`src/rtl/gst_pkg.sv`:
```
// constants shared by the gated sixteen-bit timer files
// assumes an 8-bit register port with a 3-bit word address
package gst_pkg;

    // ************************************************************
    // register offsets
    // ************************************************************
    localparam logic [2:0] GST_OFF_CNT_LO  = 3'h0;
    localparam logic [2:0] GST_OFF_CNT_HI  = 3'h1;
    localparam logic [2:0] GST_OFF_TCTRL   = 3'h2;
    localparam logic [2:0] GST_OFF_GCTRL   = 3'h3;
    localparam logic [2:0] GST_OFF_FLAGS   = 3'h4;
    localparam logic [2:0] GST_OFF_IRQ_EN  = 3'h5;

    // ************************************************************
    // timer_control fields
    // ************************************************************
    localparam int GST_TC_CS_LSB   = 6;
    localparam int GST_TC_PS_LSB   = 4;
    localparam int GST_TC_SYNC_BIT = 2;
    localparam int GST_TC_ON_BIT   = 0;
    localparam logic [7:0] GST_TC_WMASK = 8'hf5;

    // ************************************************************
    // gate_control fields
    // ************************************************************
    localparam int GST_GC_GE_BIT   = 7;
    localparam int GST_GC_POL_BIT  = 6;
    localparam int GST_GC_TM_BIT   = 5;
    localparam int GST_GC_SPM_BIT  = 4;
    localparam int GST_GC_GO_BIT   = 3;
    localparam int GST_GC_VAL_BIT  = 2;
    localparam int GST_GC_SS_LSB   = 0;

    // ************************************************************
    // flag and enable bits
    // ************************************************************
    localparam int GST_FL_OVF_BIT  = 0;
    localparam int GST_FL_GATE_BIT = 1;

    // ************************************************************
    // encodings and reset values
    // ************************************************************
    localparam logic [1:0] GST_CS_INSTR = 2'h0;
    localparam logic [1:0] GST_CS_SYS   = 2'h1;
    localparam logic [1:0] GST_CS_EXT   = 2'h2;
    localparam logic [1:0] GST_CS_LFOSC = 2'h3;
    localparam logic [1:0] GST_GS_PIN   = 2'h0;
    localparam logic [1:0] GST_GS_WRAP  = 2'h1;
    localparam logic [1:0] GST_GS_CMP1  = 2'h2;
    localparam logic [1:0] GST_GS_CMP2  = 2'h3;
    localparam logic [7:0] GST_REG_RST  = 8'h00;
    localparam logic [1:0] GST_INSTR_LAST = 2'h3;
    localparam logic [15:0] GST_CNT_MAX = 16'hffff;

    typedef enum logic [2:0] {
        GST_SP_IDLE = 3'b001,
        GST_SP_ARM  = 3'b010,
        GST_SP_RUN  = 3'b100
    } gst_sp_state_t;

endpackage

```
`src/rtl/gst_timer.sv`:
```
// gated sixteen-bit timer/counter with gate unit and register port
// assumes a one-clock system; pins and comparators are asynchronous
//
// Behaviour
// - byte reads each return a coherent byte; the two count bytes are not latched together
// - gated: count on tick when gate active
// - polarity bit picks active gate level
// - source field picks pin, wrap, comparators
// - byte timer wrap makes one gate pulse
// - toggle flop flips on rising edges, cleared when toggle mode or timer off
// - go bit arms capture from next edge
// - trailing edge clears go, blocks further counting
// - toggle and single pulse work together
// - gate status always shows gate level
// - gate status falling edge sets event flag
// - rollover sets sticky overflow flag
// - overflow irq needs on and three enables
// - sleep counts only unsynchronised external mode
// - external mode needs falling edge first
// - clock field picks instr, sys, ext, lfosc
// - prescale field divides by 1/2/4/8
// - off clears gate flop; sync bit setting
// - off, always-on, or gate-controlled counting
// - gate_control bit layout
//
// The implementer's own choices: the plain strobed port and the register offsets.
`timescale 1ns/1ps
module gst_timer
    import gst_pkg::*;
(
    input  wire logic       i_sys_clk,
    input  wire logic       i_nrst,
    input  wire logic [2:0] i_addr,
    input  wire logic [7:0] i_wdata,
    input  wire logic       i_wr,
    input  wire logic       i_rd,
    output logic      [7:0] o_rdata,
    input  wire logic       i_external_clock_pin,
    input  wire logic       i_low_freq_internal_osc,
    input  wire logic       i_external_gate_pin,
    input  wire logic       i_comparator_one_output,
    input  wire logic       i_comparator_two_output,
    input  wire logic [7:0] i_byte_timer_count,
    input  wire logic       i_peripheral_irq_enable,
    input  wire logic       i_global_irq_enable,
    input  wire logic       i_sleep,
    output logic            o_overflow_irq,
    output logic            o_gate_irq,
    output logic            o_wake
);

    // ************************************************************
    // registers
    // ************************************************************
    logic [15:0]   count_ff;
    logic [7:0]    tctrl_ff;
    logic [7:0]    gctrl_ff;
    logic          go_ff;
    logic          ovf_flag_ff;
    logic          gate_flag_ff;
    logic [1:0]    irq_en_ff;
    logic [7:0]    rdata_ff;
    logic [1:0]    instr_div_ff;
    logic          ext_d_ff;
    logic          lf_d_ff;
    logic          ext_arm_ff;
    logic [7:0]    byte_d_ff;
    logic          tog_ff;
    logic          tog_src_d_ff;
    logic          gval_ff;
    gst_sp_state_t sp_ff;

    logic [4:0]    pin_sync;
    logic          wr_lo;
    logic          wr_hi;
    logic          wr_gc;
    logic          on;
    logic [1:0]    cs;
    logic          wrap_pulse;
    logic          gsrc;
    logic          gact;
    logic          tog_out;
    logic          gate_now;
    logic          raw_tick;
    logic          tick;
    logic          sleep_ok;
    logic          inc;
    logic [15:0]   nxt_count;

    assign wr_lo = i_wr && (i_addr == GST_OFF_CNT_LO);
    assign wr_hi = i_wr && (i_addr == GST_OFF_CNT_HI);
    assign wr_gc = i_wr && (i_addr == GST_OFF_GCTRL);
    assign on    = tctrl_ff[GST_TC_ON_BIT];
    assign cs    = tctrl_ff[GST_TC_CS_LSB +: 2];

    // ************************************************************
    // pin synchronisers
    // ************************************************************
    gst_sync2 #(.W(5)) u_sync (
        .i_sys_clk (i_sys_clk),
        .i_nrst    (i_nrst),
        .i_async   ({i_low_freq_internal_osc, i_comparator_two_output,
                     i_comparator_one_output, i_external_gate_pin, i_external_clock_pin}),
        .o_sync    (pin_sync)
    );

    // ************************************************************
    // clock source and prescale
    // ************************************************************
    always_ff @(posedge i_sys_clk or negedge i_nrst) begin
        if (!i_nrst) begin
            instr_div_ff <= 2'h0;
            ext_d_ff     <= 1'b0;
            lf_d_ff      <= 1'b0;
        end else begin
            instr_div_ff <= instr_div_ff + 2'h1;
            ext_d_ff     <= pin_sync[0];
            lf_d_ff      <= pin_sync[4];
        end
    end

    // a high pin at enable or after a write must not count at once
    always_ff @(posedge i_sys_clk or negedge i_nrst) begin
        if (!i_nrst) begin
            ext_arm_ff <= 1'b0;
        end else if (!on || wr_lo || wr_hi) begin
            ext_arm_ff <= 1'b0;
        end else if (ext_d_ff && !pin_sync[0]) begin
            ext_arm_ff <= 1'b1;
        end
    end

    // the slow oscillator is another clock, so it passes the synchroniser too
    always_comb begin
        case (cs)
            GST_CS_INSTR: raw_tick = (instr_div_ff == GST_INSTR_LAST);
            GST_CS_SYS:   raw_tick = 1'b1;
            GST_CS_EXT:   raw_tick = pin_sync[0] && !ext_d_ff && ext_arm_ff;
            GST_CS_LFOSC: raw_tick = pin_sync[4] && !lf_d_ff;
            default:      raw_tick = 1'b0;
        endcase
    end

    gst_prescale u_presc (
        .i_sys_clk (i_sys_clk),
        .i_nrst    (i_nrst),
        .i_tick    (raw_tick),
        .i_clear   (wr_lo || wr_hi),
        .i_sel     (tctrl_ff[GST_TC_PS_LSB +: 2]),
        .o_tick    (tick)
    );

    // ************************************************************
    // gate source and conditioning
    // ************************************************************
    always_ff @(posedge i_sys_clk or negedge i_nrst) begin
        if (!i_nrst) begin
            byte_d_ff <= 8'h00;
        end else begin
            byte_d_ff <= i_byte_timer_count;
        end
    end

    assign wrap_pulse = (byte_d_ff == 8'hff) && (i_byte_timer_count == 8'h00);

    always_comb begin
        case (gctrl_ff[GST_GC_SS_LSB +: 2])
            GST_GS_PIN:  gsrc = pin_sync[1];
            GST_GS_WRAP: gsrc = wrap_pulse;
            GST_GS_CMP1: gsrc = pin_sync[2];
            GST_GS_CMP2: gsrc = pin_sync[3];
            default:     gsrc = 1'b0;
        endcase
    end

    // polarity first so the toggle flop sees the counting edge
    assign gact = gctrl_ff[GST_GC_POL_BIT] ? gsrc : !gsrc;

    always_ff @(posedge i_sys_clk or negedge i_nrst) begin
        if (!i_nrst) begin
            tog_ff       <= 1'b0;
            tog_src_d_ff <= 1'b0;
        end else begin
            tog_src_d_ff <= gact;
            if (!gctrl_ff[GST_GC_TM_BIT] || !on) begin
                tog_ff <= 1'b0;
            end else if (gact && !tog_src_d_ff) begin
                tog_ff <= !tog_ff;
            end
        end
    end

    assign tog_out = gctrl_ff[GST_GC_TM_BIT] ? tog_ff : gact;

    // ************************************************************
    // single-pulse capture
    // ************************************************************
    // toggle output feeds this unchanged, so both modes stack
    always_ff @(posedge i_sys_clk or negedge i_nrst) begin
        if (!i_nrst) begin
            sp_ff <= GST_SP_IDLE;
        end else begin
            case (sp_ff)
                GST_SP_IDLE: begin
                    if (go_ff && !tog_out) begin
                        sp_ff <= GST_SP_ARM;
                    end
                end
                GST_SP_ARM: begin
                    if (!go_ff) begin
                        sp_ff <= GST_SP_IDLE;
                    end else if (tog_out) begin
                        sp_ff <= GST_SP_RUN;
                    end
                end
                GST_SP_RUN: begin
                    if (!go_ff || !tog_out) begin
                        sp_ff <= GST_SP_IDLE;
                    end
                end
                default: sp_ff <= GST_SP_IDLE;
            endcase
        end
    end

    always_comb begin
        if (gctrl_ff[GST_GC_SPM_BIT]) begin
            gate_now = go_ff && tog_out && (sp_ff != GST_SP_IDLE);
        end else begin
            gate_now = tog_out;
        end
    end

    // ************************************************************
    // gate status and counter
    // ************************************************************
    always_ff @(posedge i_sys_clk or negedge i_nrst) begin
        if (!i_nrst) begin
            gval_ff <= 1'b0;
        end else begin
            gval_ff <= gate_now;
        end
    end

    assign sleep_ok = !i_sleep || (cs == GST_CS_EXT && tctrl_ff[GST_TC_SYNC_BIT]);
    assign inc = on && tick && sleep_ok
              && (!gctrl_ff[GST_GC_GE_BIT] || gval_ff);

    // a byte write beats a coincident increment; stop first to be safe
    always_comb begin
        nxt_count = count_ff;
        if (inc) begin
            nxt_count = count_ff + 16'h0001;
        end
        if (wr_lo) begin
            nxt_count[7:0] = i_wdata;
        end
        if (wr_hi) begin
            nxt_count[15:8] = i_wdata;
        end
    end

    always_ff @(posedge i_sys_clk or negedge i_nrst) begin
        if (!i_nrst) begin
            count_ff <= 16'h0000;
        end else begin
            count_ff <= nxt_count;
        end
    end

    // ************************************************************
    // control registers and flags
    // ************************************************************
    always_ff @(posedge i_sys_clk or negedge i_nrst) begin
        if (!i_nrst) begin
            tctrl_ff  <= GST_REG_RST;
            gctrl_ff  <= GST_REG_RST;
            irq_en_ff <= 2'h0;
        end else if (i_wr) begin
            if (i_addr == GST_OFF_TCTRL) begin
                tctrl_ff <= i_wdata & GST_TC_WMASK;
            end
            if (wr_gc) begin
                gctrl_ff <= i_wdata;
            end
            if (i_addr == GST_OFF_IRQ_EN) begin
                irq_en_ff <= i_wdata[1:0];
            end
        end
    end

    // software set of go wins over the hardware clear
    always_ff @(posedge i_sys_clk or negedge i_nrst) begin
        if (!i_nrst) begin
            go_ff <= 1'b0;
        end else if (wr_gc) begin
            go_ff <= i_wdata[GST_GC_GO_BIT];
        end else if (sp_ff == GST_SP_RUN && !tog_out) begin
            go_ff <= 1'b0;
        end
    end

    // write-one-to-clear; a same-cycle event keeps the flag set
    always_ff @(posedge i_sys_clk or negedge i_nrst) begin
        if (!i_nrst) begin
            ovf_flag_ff  <= 1'b0;
            gate_flag_ff <= 1'b0;
        end else begin
            if (inc && count_ff == GST_CNT_MAX) begin
                ovf_flag_ff <= 1'b1;
            end else if (i_wr && i_addr == GST_OFF_FLAGS && i_wdata[GST_FL_OVF_BIT]) begin
                ovf_flag_ff <= 1'b0;
            end
            if (gval_ff && !gate_now) begin
                gate_flag_ff <= 1'b1;
            end else if (i_wr && i_addr == GST_OFF_FLAGS && i_wdata[GST_FL_GATE_BIT]) begin
                gate_flag_ff <= 1'b0;
            end
        end
    end

    assign o_overflow_irq = ovf_flag_ff && on && irq_en_ff[GST_FL_OVF_BIT]
                         && i_peripheral_irq_enable && i_global_irq_enable;
    assign o_gate_irq = gate_flag_ff && irq_en_ff[GST_FL_GATE_BIT];
    assign o_wake = i_sleep && ovf_flag_ff && on && irq_en_ff[GST_FL_OVF_BIT]
                 && i_peripheral_irq_enable;

    // ************************************************************
    // read port
    // ************************************************************
    // the count lives in this domain, so each byte read is coherent
    always_ff @(posedge i_sys_clk or negedge i_nrst) begin
        if (!i_nrst) begin
            rdata_ff <= 8'h00;
        end else if (i_rd) begin
            case (i_addr)
                GST_OFF_CNT_LO: rdata_ff <= count_ff[7:0];
                GST_OFF_CNT_HI: rdata_ff <= count_ff[15:8];
                GST_OFF_TCTRL:  rdata_ff <= tctrl_ff;
                GST_OFF_GCTRL:  rdata_ff <= {gctrl_ff[7:4], go_ff, gval_ff,
                                             gctrl_ff[1:0]};
                GST_OFF_FLAGS:  rdata_ff <= {6'h00, gate_flag_ff, ovf_flag_ff};
                GST_OFF_IRQ_EN: rdata_ff <= {6'h00, irq_en_ff};
                default:        rdata_ff <= 8'h00;
            endcase
        end else begin
            rdata_ff <= 8'h00;
        end
    end

    assign o_rdata = rdata_ff;
endmodule

```
`src/rtl/gst_sync2.sv`:
```
// two-flop level synchroniser, one per bit
// assumes inputs are asynchronous to i_sys_clk
`timescale 1ns/1ps
module gst_sync2 #(
    parameter int W = 1
) (
    input  wire logic         i_sys_clk,
    input  wire logic         i_nrst,
    input  wire logic [W-1:0] i_async,
    output logic      [W-1:0] o_sync
);
    logic [W-1:0] meta_ff;
    logic [W-1:0] sync_ff;

    // first stage feeds only the second stage
    always_ff @(posedge i_sys_clk or negedge i_nrst) begin
        if (!i_nrst) begin
            meta_ff <= '0;
            sync_ff <= '0;
        end else begin
            meta_ff <= i_async;
            sync_ff <= meta_ff;
        end
    end

    assign o_sync = sync_ff;
endmodule

```
`src/rtl/gst_prescale.sv`:
```
// divide-by-1/2/4/8 tick prescaler
// assumes i_tick is a one-cycle pulse on i_sys_clk
`timescale 1ns/1ps
module gst_prescale
    import gst_pkg::*;
(
    input  wire logic       i_sys_clk,
    input  wire logic       i_nrst,
    input  wire logic       i_tick,
    input  wire logic       i_clear,
    input  wire logic [1:0] i_sel,
    output logic            o_tick
);
    logic [2:0] cnt_ff;
    logic [2:0] mask;

    always_comb begin
        case (i_sel)
            2'h0:    mask = 3'h0;
            2'h1:    mask = 3'h1;
            2'h2:    mask = 3'h3;
            default: mask = 3'h7;
        endcase
    end

    // clear wins so a count write restarts the division
    always_ff @(posedge i_sys_clk or negedge i_nrst) begin
        if (!i_nrst) begin
            cnt_ff <= 3'h0;
        end else if (i_clear) begin
            cnt_ff <= 3'h0;
        end else if (i_tick) begin
            cnt_ff <= cnt_ff + 3'h1;
        end
    end

    assign o_tick = i_tick && ((cnt_ff & mask) == mask) && !i_clear;
endmodule

```
`config.mk`:
```
export PLATFORM = sky130hd
export DESIGN_NAME = gst_timer
export DESIGN_NICKNAME = d
export VERILOG_FILES = /design/src/rtl/gst_pkg.sv /design/src/rtl/gst_timer.sv /design/src/rtl/gst_sync2.sv /design/src/rtl/gst_prescale.sv
export SDC_FILE = /design/constraint.sdc
export NUM_CORES = 1
export LEC_CHECK = 0
export CORE_ASPECT_RATIO = 1.75
export CORE_UTILIZATION = 50
export CTS_BUF_LIST = sky130_fd_sc_hd__clkbuf_16
export DETAILED_ROUTE_END_ITERATION = 10
export DONT_BUFFER_PORTS = 1
export PLACE_DENSITY_LB_ADDON = 0.25
export SYNTH_ARGS = -nofsm -noshare
export SYNTH_HDL_FRONTEND = slang
export SYNTH_SLANG_ARGS = --single-unit
export TNS_END_PERCENT = 100
```
`constraint.sdc`:
```
create_clock -name i_sys_clk -period 2 [get_ports i_sys_clk]
set_input_delay 0.1 -clock i_sys_clk [delete_from_list [all_inputs] [get_ports i_sys_clk]]
set_output_delay 0.1 -clock i_sys_clk [all_outputs]
set_load 0.01 [all_outputs]
```
==> reports/metrics.yaml, run 1 <==
cp_num_buf_inv: 0
post_drt_wl_per_cell_um: 19.87
worst_skew_pair.late_latency_ns: 0.33
synth.yosys.warnings: 0
global_route_wire_length_before_repair_um: 14340
final.setup_skew_ns: 0.006209
power.combinational.fraction: 0.228
worst_path_max_stage_delay_ns: 0.39
diodes: 0
ant_nets: 0
timing.final.ws_setup_ns: 0.03648
grt_pass1_vias: 2837
route.vias.total: 2677
rsz0062_at_grt: "true"
hold_ws_ns: 0.01168
die_w_um: 64.72
cp.required_ns: 2.27
dp_hpwl_um: 6104
synth-edff-count: 0
maxCapViolCount: 0
yosys.cell_types.count: 57
synthDominantCellAreaShare: 0.5234
period_minus_slack_ns: 1.964
yosysTopAreaCell: "dfrtp_1"
floorplan_die_height_um: 111.8
crit_path_top_delay_cell: "dfrtp_1"
htree_levels: 3
post_route_insts_no_fill: 445
synth_async_sr_flop_share: 1.000
cell_count_after_synthesis: 310
timing.fmax_ghz: 0.5093
design.final.nets: 392
synthTopCellsByArea: "dfrtp_1, mux2_2, mux2i_1"
pin_count_of_the_biggest_net_entering_global_routing: 74
yosysSeqAreaShare: 0.5311
drtIter0Drc: 266
floorplan.die_area_mm2: 0.007233
net_sw_power_mw: 1.508
final_design_area_no_fill_mm2: 0.004274
finalSetupViolCount: 0
switching_portion_of_total_power: 0.3128
postLayoutCoreUtil: 0.6488
crit_path_end_kind: "flip-flop"
drt_wl_total_um: 8844
design_power_total_mw: 4.822
power_frac_clock: 0.322
finalMaxSlewViolations: 0
ys.flop_type: "dfrtp_1"
cp_top_family: "multiplexers"
worst-slew-pin-transition_ns: 0.6235
leakage_nw: 1.891
pre_cts_slack_ns: 0.0005600
clkTransAtPathRegs_ns: 0.06
placementRows: 39
total_core_area_mm2: 0.006588
tritoncts: "built"
overall_global_routing_usage: 0.2724
cts_root_buffer: "clkbuf_16"
syn-cell-area_mm2: 0.003442
syn_nets: 344
cp.depth: 6
cts-buffers-inserted: 9
cts.path.max_buffers: 2
holdCritPathClass: "primary input to flip-flop"
startpoint_class: "flip-flop"
crit_path_frequent_cell: "mux2_4"
power.share.sequential: 0.450
cts.sinks: 73
floorplan.initialDensity: 0.5225
power_density_mw_per_mm2: 1128
grt_antenna_before_repair: 0
boundaryPins: 42
critical_path.max_fanout: 3
internal-power_mw: 3.314
cell_breakdown_of_the_critical_path: "mux2_4, a22oi_2, mux2_4, o211ai_2, mux2_4, o21ai_2"
worst_r2r_path_depth: 6
vdd.ir_drop.worst_v: 0.0006948
global_route.overflow_total: 0
fin_tns_setup_ns: 0
detailed_place.area_mm2: 0.003631
timing.setup.critical_path_class: "flip-flop to flip-flop"
first_pass_iters: 4
min_delay_path_depth: 4
finalWeightedCongestion: 0.9933
port_buffers: 0
remaining_drc_errors: 0
crit_arrival_ns: 2.23
synth.ff_latch_count: 73
post-route-period-util: 0.9818
avgSynthCellArea_um2: 11.10
outcome: "complete, no violations"
area_growth_pct: 24.17
final_layout_size_suffix_gt1_frac: 0.1901
vias_cell: 6.016
max-slew-margin-rel: 0.5828
place.detailed.instances: 401
hold_viol_final: 0
==> synthesized netlist by cell type, types with 3 or more instances <==
library cell,number
dfrtp_1,72
nor2_1,23
o21ai_0,22
nand2_1,19
inv_1,18
mux2_2,17
mux2i_1,12
nand3_1,10
a221o_1,7
and2_1,6
nor3_1,6
nor4_1,6
o22ai_1,6
a21oi_1,5
and3_1,5
a21boi_0,4
clkbuf_1,4
nand2b_1,4
nor3b_1,4
xnor2_1,4
a211oi_1,3
a31oi_1,3
ha_1,3
nand4_1,3
xor2_1,3
==> metal layers <==
metal / GRT usage / part of all wire / vias up
li1: - / - / 1225
met1: 0.2853 / 0.35 / 1320
met5: 0 / 0 / -
met3: 0.06660 / 0.045 / 36
met4: 0.1733 / 0.058 / 0
met2: 0.4708 / 0.55 / 96
==> cells by family (layout without fill, tap and decap cells) <==
kind of cell / after synthesis / in the layout / synth area share
simple gates: 103 / 104 / 0.1632
buf+inv: 27 / 79 / 0.03489
mux: 31 / 31 / 0.1036
compound gates: 66 / 66 / 0.1385
flops: 73 / 73 / 0.5311
xor+xnor: 7 / 7 / 0.01781
fa+ha+maj: 3 / 3 / 0.01091
==> final cells by class <==
type,instances,area (um^2)
clock inverters,7,63.81
inverters,18,67.56
fillers,537,2313
repair buffers,45,422.9
flip-flops and latches,73,1828
multi-input cells,211,1564
clock buffers,9,225.2
well taps,82,102.6
==> path summary, 6_finish.rpt <==
path | to | from | slack (ns)
max in group asynchronous | sp_ff[0] | i_nrst | 1.37
worst max-delay path | sp_ff[0] | gctrl_ff[0] | 0.04
min in group asynchronous | count_ff[9] | i_nrst | 0.31
worst min-delay path | gate_flag_ff | i_addr[1] | 0.01
worst min register to register | u_sync.o_sync[4] | u_sync.meta_ff[4] | 0.35
worst max register to register | sp_ff[0] | gctrl_ff[0] | 0.04
==> cells in the final DEF (no fill, tap or decap), types with 9 or more instances in the layout <==
cell / instances
dlygate4sd3_1: 26
mux2i_1: 12
nand3_1: 10
nand2_1: 19
o21ai_0: 21
clkbuf_16: 9
inv_1: 19
mux2_2: 14
buf_4: 18
dfrtp_1: 72
nor2_1: 23
==> sequential cells by signal, indices dropped and copies added (netlist names) <==
signal and count:
byte_d_ff 8, count_ff 16, ext_arm_ff 1, ext_d_ff 1, gate_flag_ff 1, gctrl_ff 6, go_ff 1, gval_ff 1
instr_div_ff 2, irq_en_ff 2, lf_d_ff 1, o_rdata 8, ovf_flag_ff 1, sp_ff 3, tctrl_ff 6, tog_ff 1
tog_src_d_ff 1, u_presc.cnt_ff 3, u_sync.meta_ff 5, u_sync.o_sync 5
==> what timing repair did <==
action / 4_1_cts / 5_1_grt
setup endpoints to repair: 1 / 9
hold endpoints to repair: 121 / 0
resized for setup: 1 / 11
hold buffers: 27 / 0
cloned: 0 / 1
pin swaps: 0 / 4
setup buffers: 0 / 0
==> worst min-delay path, cell delays in order <==
cell      delay [ns]
nor4bb_1        0.04
nand2_1         0.06
nand2_1         0.05
o21ai_0         0.06
==> power by group through the flow <==
stage          Sequential (mW)  Combinational (mW)  Clock, mW
4_1_cts                   2.15                1.06       1.58
3_5_place_dp              2.18               0.954          0
2_1_floorplan             2.06               0.713          0
3_3_place_gp              2.17               0.923          0
6_report                  2.17                1.10       1.55
5_1_grt                   2.21                1.22       1.64
Note: power is estimated with default switching activity, not from simulation.
==> run 2: changes to the inputs <==
--- a/config.mk
+++ b/config.mk
@@ -10,7 +10,9 @@
 export CTS_BUF_LIST = sky130_fd_sc_hd__clkbuf_16
 export DETAILED_ROUTE_END_ITERATION = 10
 export DONT_BUFFER_PORTS = 1
+export GPL_ROUTABILITY_DRIVEN = 0
 export PLACE_DENSITY_LB_ADDON = 0.25
+export RECOVER_POWER = 25
 export SYNTH_ARGS = -nofsm -noshare
 export SYNTH_HDL_FRONTEND = slang
 export SYNTH_SLANG_ARGS = --single-unit
==> reports/metrics.yaml, run 2 (synthesis results as in run 1) <==
outcome: "finished with violations"  # was complete, no violations
violations: "negative hold slack, negative setup slack"
critical_path.max_fanout: 5  # was 3
crit_arrival_ns: 2.29  # was 2.23 ns
timing.setup.critical_path_class: "flip-flop to flip-flop"  # unchanged
fin_tns_setup_ns: -0.01524  # was 0 ns
timing.fmax_ghz: 0.4962  # was 0.5093 GHz
route.vias.total: 2715  # was 2677
floorplan.die_area_mm2: 0.007233  # unchanged
finalMaxSlewViolations: 0  # unchanged
most-common-layout-cells: "dfrtp_1, dlygate4sd3_1, nor2_1, o21ai_0, nand2_1"  # was dfrtp_1, dlygate4sd3_1, nor2_1, o21ai_0
worst_r2r_path_depth: 6  # unchanged
wirelength_met1_um: 3167  # was 3100 um
grt_antenna_before_repair: 0  # unchanged
hold_ws_ns: -0.0009245  # was 0.01168 ns
worst_skew_pair.late_latency_ns: 0.35  # was 0.33 ns
design.final.nets: 392  # unchanged
switching_portion_of_total_power: 0.3091  # was 0.3128
endpoint: "count_ff[8]"  # was sp_ff[0]
vdd.ir_drop.worst_v: 0.0008549  # was 0.0006948 V
internal-power_mw: 3.438  # was 3.314 mW
route.met3.wl_um: 371  # was 399 um
final_layout_size_suffix_gt1_frac: 0.1928  # was 0.1901
power.combinational.fraction: 0.219  # was 0.228
cts-buffers-inserted: 9  # unchanged
period_minus_slack_ns: 2.015  # was 1.964 ns
ant_nets: 0  # unchanged
regToRegEndpoint: "count_ff[8]"  # was sp_ff[0]
post_drt_wl_per_cell_um: 20.03  # was 19.87 um
cp-startpoint: "tctrl_ff[5]"  # was gctrl_ff[0]
finalSetupViolCount: 1  # was 0
max-slew-margin-rel: 0.3502  # was 0.5828
power_frac_clock: 0.345  # was 0.322
drtIter0Drc: 236  # was 266
leakage_nw: 1.892  # was 1.891 nW
hold_viol_final: 2  # was 0
mostFrequentLayoutCell: "dfrtp_1"  # unchanged
rr_startpoint: "tctrl_ff[5]"  # was gctrl_ff[0]
post_cts.repair.setup_buffers: 0  # unchanged
cts.sinks: 73  # unchanged
port_buffers: 0  # unchanged
die_w_um: 64.72  # unchanged
post-route-period-util: 1.008  # was 0.9818
htree_levels: 3  # unchanged
cts_root_buffer: "clkbuf_16"  # unchanged
net_sw_power_mw: 1.538  # was 1.508 mW
crit_path_end_kind: "flip-flop"  # unchanged
startpoint_class: "flip-flop"  # unchanged
cts.path.max_buffers: 2  # unchanged
diodes: 0  # unchanged
floorplan.initialDensity: 0.5225  # unchanged
max_reg_flops: 16  # unchanged
cp.required_ns: 2.27  # about the same
uppermost_routed_layer: "met4"  # unchanged
timing.final.ws_setup_ns: -0.01524  # was 0.03648 ns
ff2ff_setup_slack_ns: -0.02  # was 0.04 ns
area_growth_pct: 24.75  # was 24.17%
tritoncts: "built"  # unchanged
boundaryPins: 42  # unchanged
final.setup_skew_ns: 0.01109  # was 0.006209 ns
drt_wl_total_um: 8913  # was 8844 um
placementRows: 39  # unchanged
clkTransAtPathRegs_ns: 0.06  # about the same
worst-slew-pin-transition_ns: 0.9746  # was 0.6235 ns
first_pass_iters: 4  # unchanged
power_density_mw_per_mm2: 1159  # was 1128 mW/mm^2
maxCapViolCount: 0  # unchanged
dr_wl_met2_um: 4730  # was 4834 um
global_route_wire_length_before_repair_um: 14070  # was 14340 um
regMostFlops: "count_ff"  # unchanged
rsz0062_at_grt: "true"  # unchanged
global_route.overflow_total: 0  # unchanged
dp_hpwl_um: 6001  # was 6104 um
vias_cell: 6.101  # was 6.016
pin_count_of_the_biggest_net_entering_global_routing: 74  # unchanged
overall_global_routing_usage: 0.2723  # was 0.2724
total_core_area_mm2: 0.006588  # unchanged
grt_pass1_vias: 2869  # was 2837
detailed_place.area_mm2: 0.003623  # was 0.003631 mm^2
remaining_drc_errors: 0  # unchanged
floorplan_die_height_um: 111.8  # unchanged
final_design_area_no_fill_mm2: 0.004294  # was 0.004274 mm^2
holdCritPathClass: "primary input to flip-flop"  # unchanged
power.share.sequential: 0.436  # was 0.450
## run 2: cell count changes in the layout (fill, tap and decap cells not counted), moves of 2 or more
| cell | delta |
|---|---|
| nor4_1 | +2 |
| nor4_2 | -2 |
| o21ai_1 | +2 |
| clkinv_4 | +2 |
| o21ai_0 | -2 |
## run 2: routing by layer
metal | vias up | global-route usage
met5 | - | 0
met4 | 0 | 0.2341
met3 | 44 | 0.06250
met2 | 103 | 0.4576
met1 | 1328 | 0.2727
li1 | 1240 | -
## run 2: layout make-up
| cell class | count | area, um^2 |
|---|---|---|
| fill | 524 | 2293 |
| clock buffer | 9 | 225.2 |
| timing repair buffer | 45 | 405.4 |
| clock inverter | 7 | 95.09 |
| tap | 82 | 102.6 |
| inverter | 18 | 67.56 |
| sequential | 73 | 1829 |
| multi-input combinational | 211 | 1569 |
## run 2: how the worst min path moves through the flow
stage / start / endpoint / depth (start not counted)
finish: i_addr[2] / o_rdata[0] / 3
global route: i_wdata[6] / count_ff[14] / 2
CTS: i_wdata[6] / count_ff[14] / 2
detailed placement: i_nrst / count_ff[1] / 0
global placement: i_nrst / count_ff[1] / 0
floorplan: i_nrst / byte_d_ff[0] / 0
## run 2: power by group through the flow
| stage | clock network [mW] | logic [mW] | registers (mW) |
|---|---|---|---|
| after global routing | 1.80 | 1.21 | 2.21 |
| after CTS | 1.74 | 1.04 | 2.15 |
| after detailed placement | 0 | 0.937 | 2.17 |
| after global placement | 0 | 0.905 | 2.16 |
| final | 1.72 | 1.09 | 2.17 |
| after floorplan | 0 | 0.713 | 2.06 |
## run 2: repair_timing
item | CTS | global route
endpoints found under the setup margin | 1 | 12
pin swaps | 0 | 4
gates cloned | 0 | 1
hold buffers | 28 | 0
resized for setup | 1 | 14
hold endpoints to repair | 122 | 0
## run 2: worst max-delay path: stages, from the launching register on
cell and delay, ns:
dfrtp_1 0.38, buf_4 0.15, a2111o_4 0.53, buf_4 0.18, nor4_1 0.53, a21oi_1 0.07
o21ai_0 0.10
## run 2: metrics by stage
| stage | hold slack, ns | cells | setup WS (ns) | power, mW | util |
|---|---|---|---|---|---|
| final | -0.0009245 | 445 | -0.01524 | 4.976 | 0.6519 |
| after CTS | 0.0006810 | 444 | 0.006619 | 4.921 | 0.6448 |
| after global routing | 0.02277 | 445 | -0.1099 | 5.217 | 0.6519 |
| after detailed placement | -0.1937 | 400 | -0.05989 | 3.107 | 0.5500 |
| after floorplan | -0.1956 | 310 | 0.01841 | 2.775 | - |
| after global placement | -0.1940 | 400 | -0.04742 | 3.064 | 0.5500 |
==> run 3: changes to the inputs <==
--- a/config.mk
+++ b/config.mk
@@ -5,9 +5,9 @@
 export SDC_FILE = /design/constraint.sdc
 export NUM_CORES = 1
 export LEC_CHECK = 0
-export CORE_ASPECT_RATIO = 1.75
-export CORE_UTILIZATION = 50
+export CORE_UTILIZATION = 57
 export CTS_BUF_LIST = sky130_fd_sc_hd__clkbuf_16
+export CTS_CLUSTER_SIZE = 28
 export DETAILED_ROUTE_END_ITERATION = 10
 export DONT_BUFFER_PORTS = 1
 export GPL_ROUTABILITY_DRIVEN = 0
==> reports/metrics.yaml, run 3 (synthesis results as in run 1) <==
hold_viol_final: 0  # was 2
final.setup_skew_ns: 0.005771  # was 0.01109 ns
holdCritPathClass: "primary input to flip-flop"  # unchanged
cts-buffers-inserted: 9  # unchanged
outcome: "complete, no violations"  # was finished with violations
global_route_wire_length_before_repair_um: 14010  # was 14070 um
area_growth_pct: 23.23  # was 24.75%
drtIter0Drc: 313  # was 236
crit_path_end_kind: "flip-flop"  # unchanged
power.share.sequential: 0.435  # was 0.436
overall_global_routing_usage: 0.2999  # was 0.2723
boundaryPins: 42  # unchanged
mostFrequentLayoutCell: "dfrtp_1"  # unchanged
fill_cells: 360  # was 524
cts.sinks: 73  # unchanged
cts.path.max_buffers: 2  # unchanged
finalMaxSlewViolations: 0  # unchanged
tritoncts: "built"  # unchanged
design.final.nets: 389  # was 392
max-slew-margin-rel: 0.3515  # was 0.3502
drt_wl_total_um: 8991  # was 8913 um
htree_levels: 3  # unchanged
switching_portion_of_total_power: 0.3155  # was 0.3091
place.detailed.instances: 387  # was 400
net_sw_power_mw: 1.580  # was 1.538 mW
dp_hpwl_um: 5555  # was 6001 um
vias_cell: 6.519  # was 6.101
timing.setup.critical_path_class: "flip-flop to flip-flop"  # unchanged
grt_antenna_before_repair: 0  # unchanged
power.combinational.fraction: 0.222  # was 0.219
timing.fmax_ghz: 0.5101  # was 0.4962 GHz
crit_arrival_ns: 2.23  # was 2.29 ns
floorplan.initialDensity: 0.6065  # was 0.5225
remaining_drc_errors: 0  # unchanged
startpoint_class: "flip-flop"  # unchanged
regMostFlops: "count_ff"  # unchanged
leakage_nw: 1.865  # was 1.892 nW
route.vias.total: 2816  # was 2715
pin_count_of_the_biggest_net_entering_global_routing: 74  # unchanged
grt_pass1_vias: 2844  # was 2869
floorplan.die_area_mm2: 0.006354  # was 0.007233 mm^2
most-common-layout-cells: "dfrtp_1, dlygate4sd3_1, nor2_1, nand2_1"  # was dfrtp_1, dlygate4sd3_1, nor2_1, o21ai_0, nand2_1
internal-power_mw: 3.427  # was 3.438 mW
floorplan_die_height_um: 79.71  # was 111.8 um
power_density_mw_per_mm2: 1180  # was 1159 mW/mm^2
final_layout_size_suffix_gt1_frac: 0.1861  # was 0.1928
period_minus_slack_ns: 1.960  # was 2.015 ns
worst-slew-pin-transition_ns: 0.9728  # was 0.9746 ns
die_w_um: 79.71  # was 64.72 um
worst_skew_pair.late_latency_ns: 0.33  # was 0.35 ns
hold_ws_ns: 0.02737  # was -0.0009245 ns
post_drt_wl_per_cell_um: 20.81  # was 20.03 um
clkTransAtPathRegs_ns: 0.06  # about the same
port_buffers: 0  # unchanged
max_reg_flops: 16  # unchanged
power_frac_clock: 0.343  # was 0.345
ant_nets: 0  # unchanged
cts_root_buffer: "clkbuf_16"  # unchanged
total_core_area_mm2: 0.005675  # was 0.006588 mm^2
finalSetupViolCount: 0  # was 1
maxCapViolCount: 0  # unchanged
post-route-period-util: 0.9801  # was 1.008
vdd.ir_drop.worst_v: 0.0008042  # was 0.0008549 V
first_pass_iters: 5  # was 4
placementRows: 27  # was 39
post_route_insts_no_fill: 432  # was 445
diodes: 0  # unchanged
cp.required_ns: 2.27  # about the same
critical_path.max_fanout: 3  # was 5
global_route.overflow_total: 0  # unchanged
## run 3: cell count changes in the layout (fill, tap and decap cells not counted), sizes merged
cell	before	now
buf	17	14
a2111o	1	2
clkinv	4	3
dlygate4sd3	27	26
inv	18	19
## run 3: stage by stage
stage	utilization	worst slack [ns]	setup TNS, ns	power, mW	area [um^2]
final	0.7474	0.03976	0	5.006	4242
after global routing	0.7474	-0.006914	-0.01496	5.210	4242
after CTS	0.7414	0.007518	0	4.890	4208
after detailed placement	0.6323	-0.01736	-0.01736	3.081	3588
after global placement	0.6323	0.07113	0	3.024	3588
after floorplan	-	0.01841	0	2.775	3446
## run 3: worst paths after layout
path	cells after the start	endpoint	slack, ns	start
worst max-delay path	6	sp_ff[0]	0.04	gctrl_ff[0]
worst min-delay path	2	count_ff[14]	0.03	i_wdata[6]
worst max register to register	6	sp_ff[0]	0.04	gctrl_ff[0]
worst min register to register	0	u_sync.o_sync[0]	0.35	u_sync.meta_ff[0]
max in group asynchronous	2	tctrl_ff[7]	0.80	i_nrst
min in group asynchronous	2	byte_d_ff[4]	0.52	i_nrst
## run 3: cell type report
type	count	area (um^2)	area share
Clock buffer	9	225.2	0.05310
Clock inverter	7	93.84	0.02212
Inverter	18	67.56	0.01593
Multi-Input combinational cell	212	1563	0.3684
Sequential cell	73	1829	0.4313
Tap cell	72	90.09	0.02124
Timing Repair Buffer	41	372.9	0.08791
## run 3: critical path: stages (launching register included)
cell and delay (ns):
dfrtp_1 0.35, mux2_2 0.34, a22oi_2 0.25, mux2_4 0.34
o211ai_4 0.18, mux2_4 0.32, o21ai_2 0.10
## run 3: timing repair
action | in CTS | in global routing
hold buffers | 27 | 0
buffers inserted | 0 | 0
pin swaps | 1 | 4
endpoints found under the hold margin | 121 | 0
gates cloned | 1 | 1
setup endpoints to repair | 2 | 15
resized for setup | 1 | 14
## run 3: power groups by stage
stage	Sequential [mW]	Clock, mW	Combinational (mW)
after floorplan	2.06	0	0.713
after global placement	2.14	0	0.880
after detailed placement	2.16	0	0.917
after CTS	2.14	1.73	1.02
after global routing	2.21	1.79	1.21
final	2.18	1.72	1.11
## run 3: metal layers
layer | share of wire | vias up | GRT usage
met5 | 0 | - | 0
li1 | - | 1226 | -
met1 | 0.40 | 1392 | 0.3929
met3 | 0.079 | 23 | 0.04914
met2 | 0.49 | 175 | 0.4769
met4 | 0.028 | 0 | 0.1582
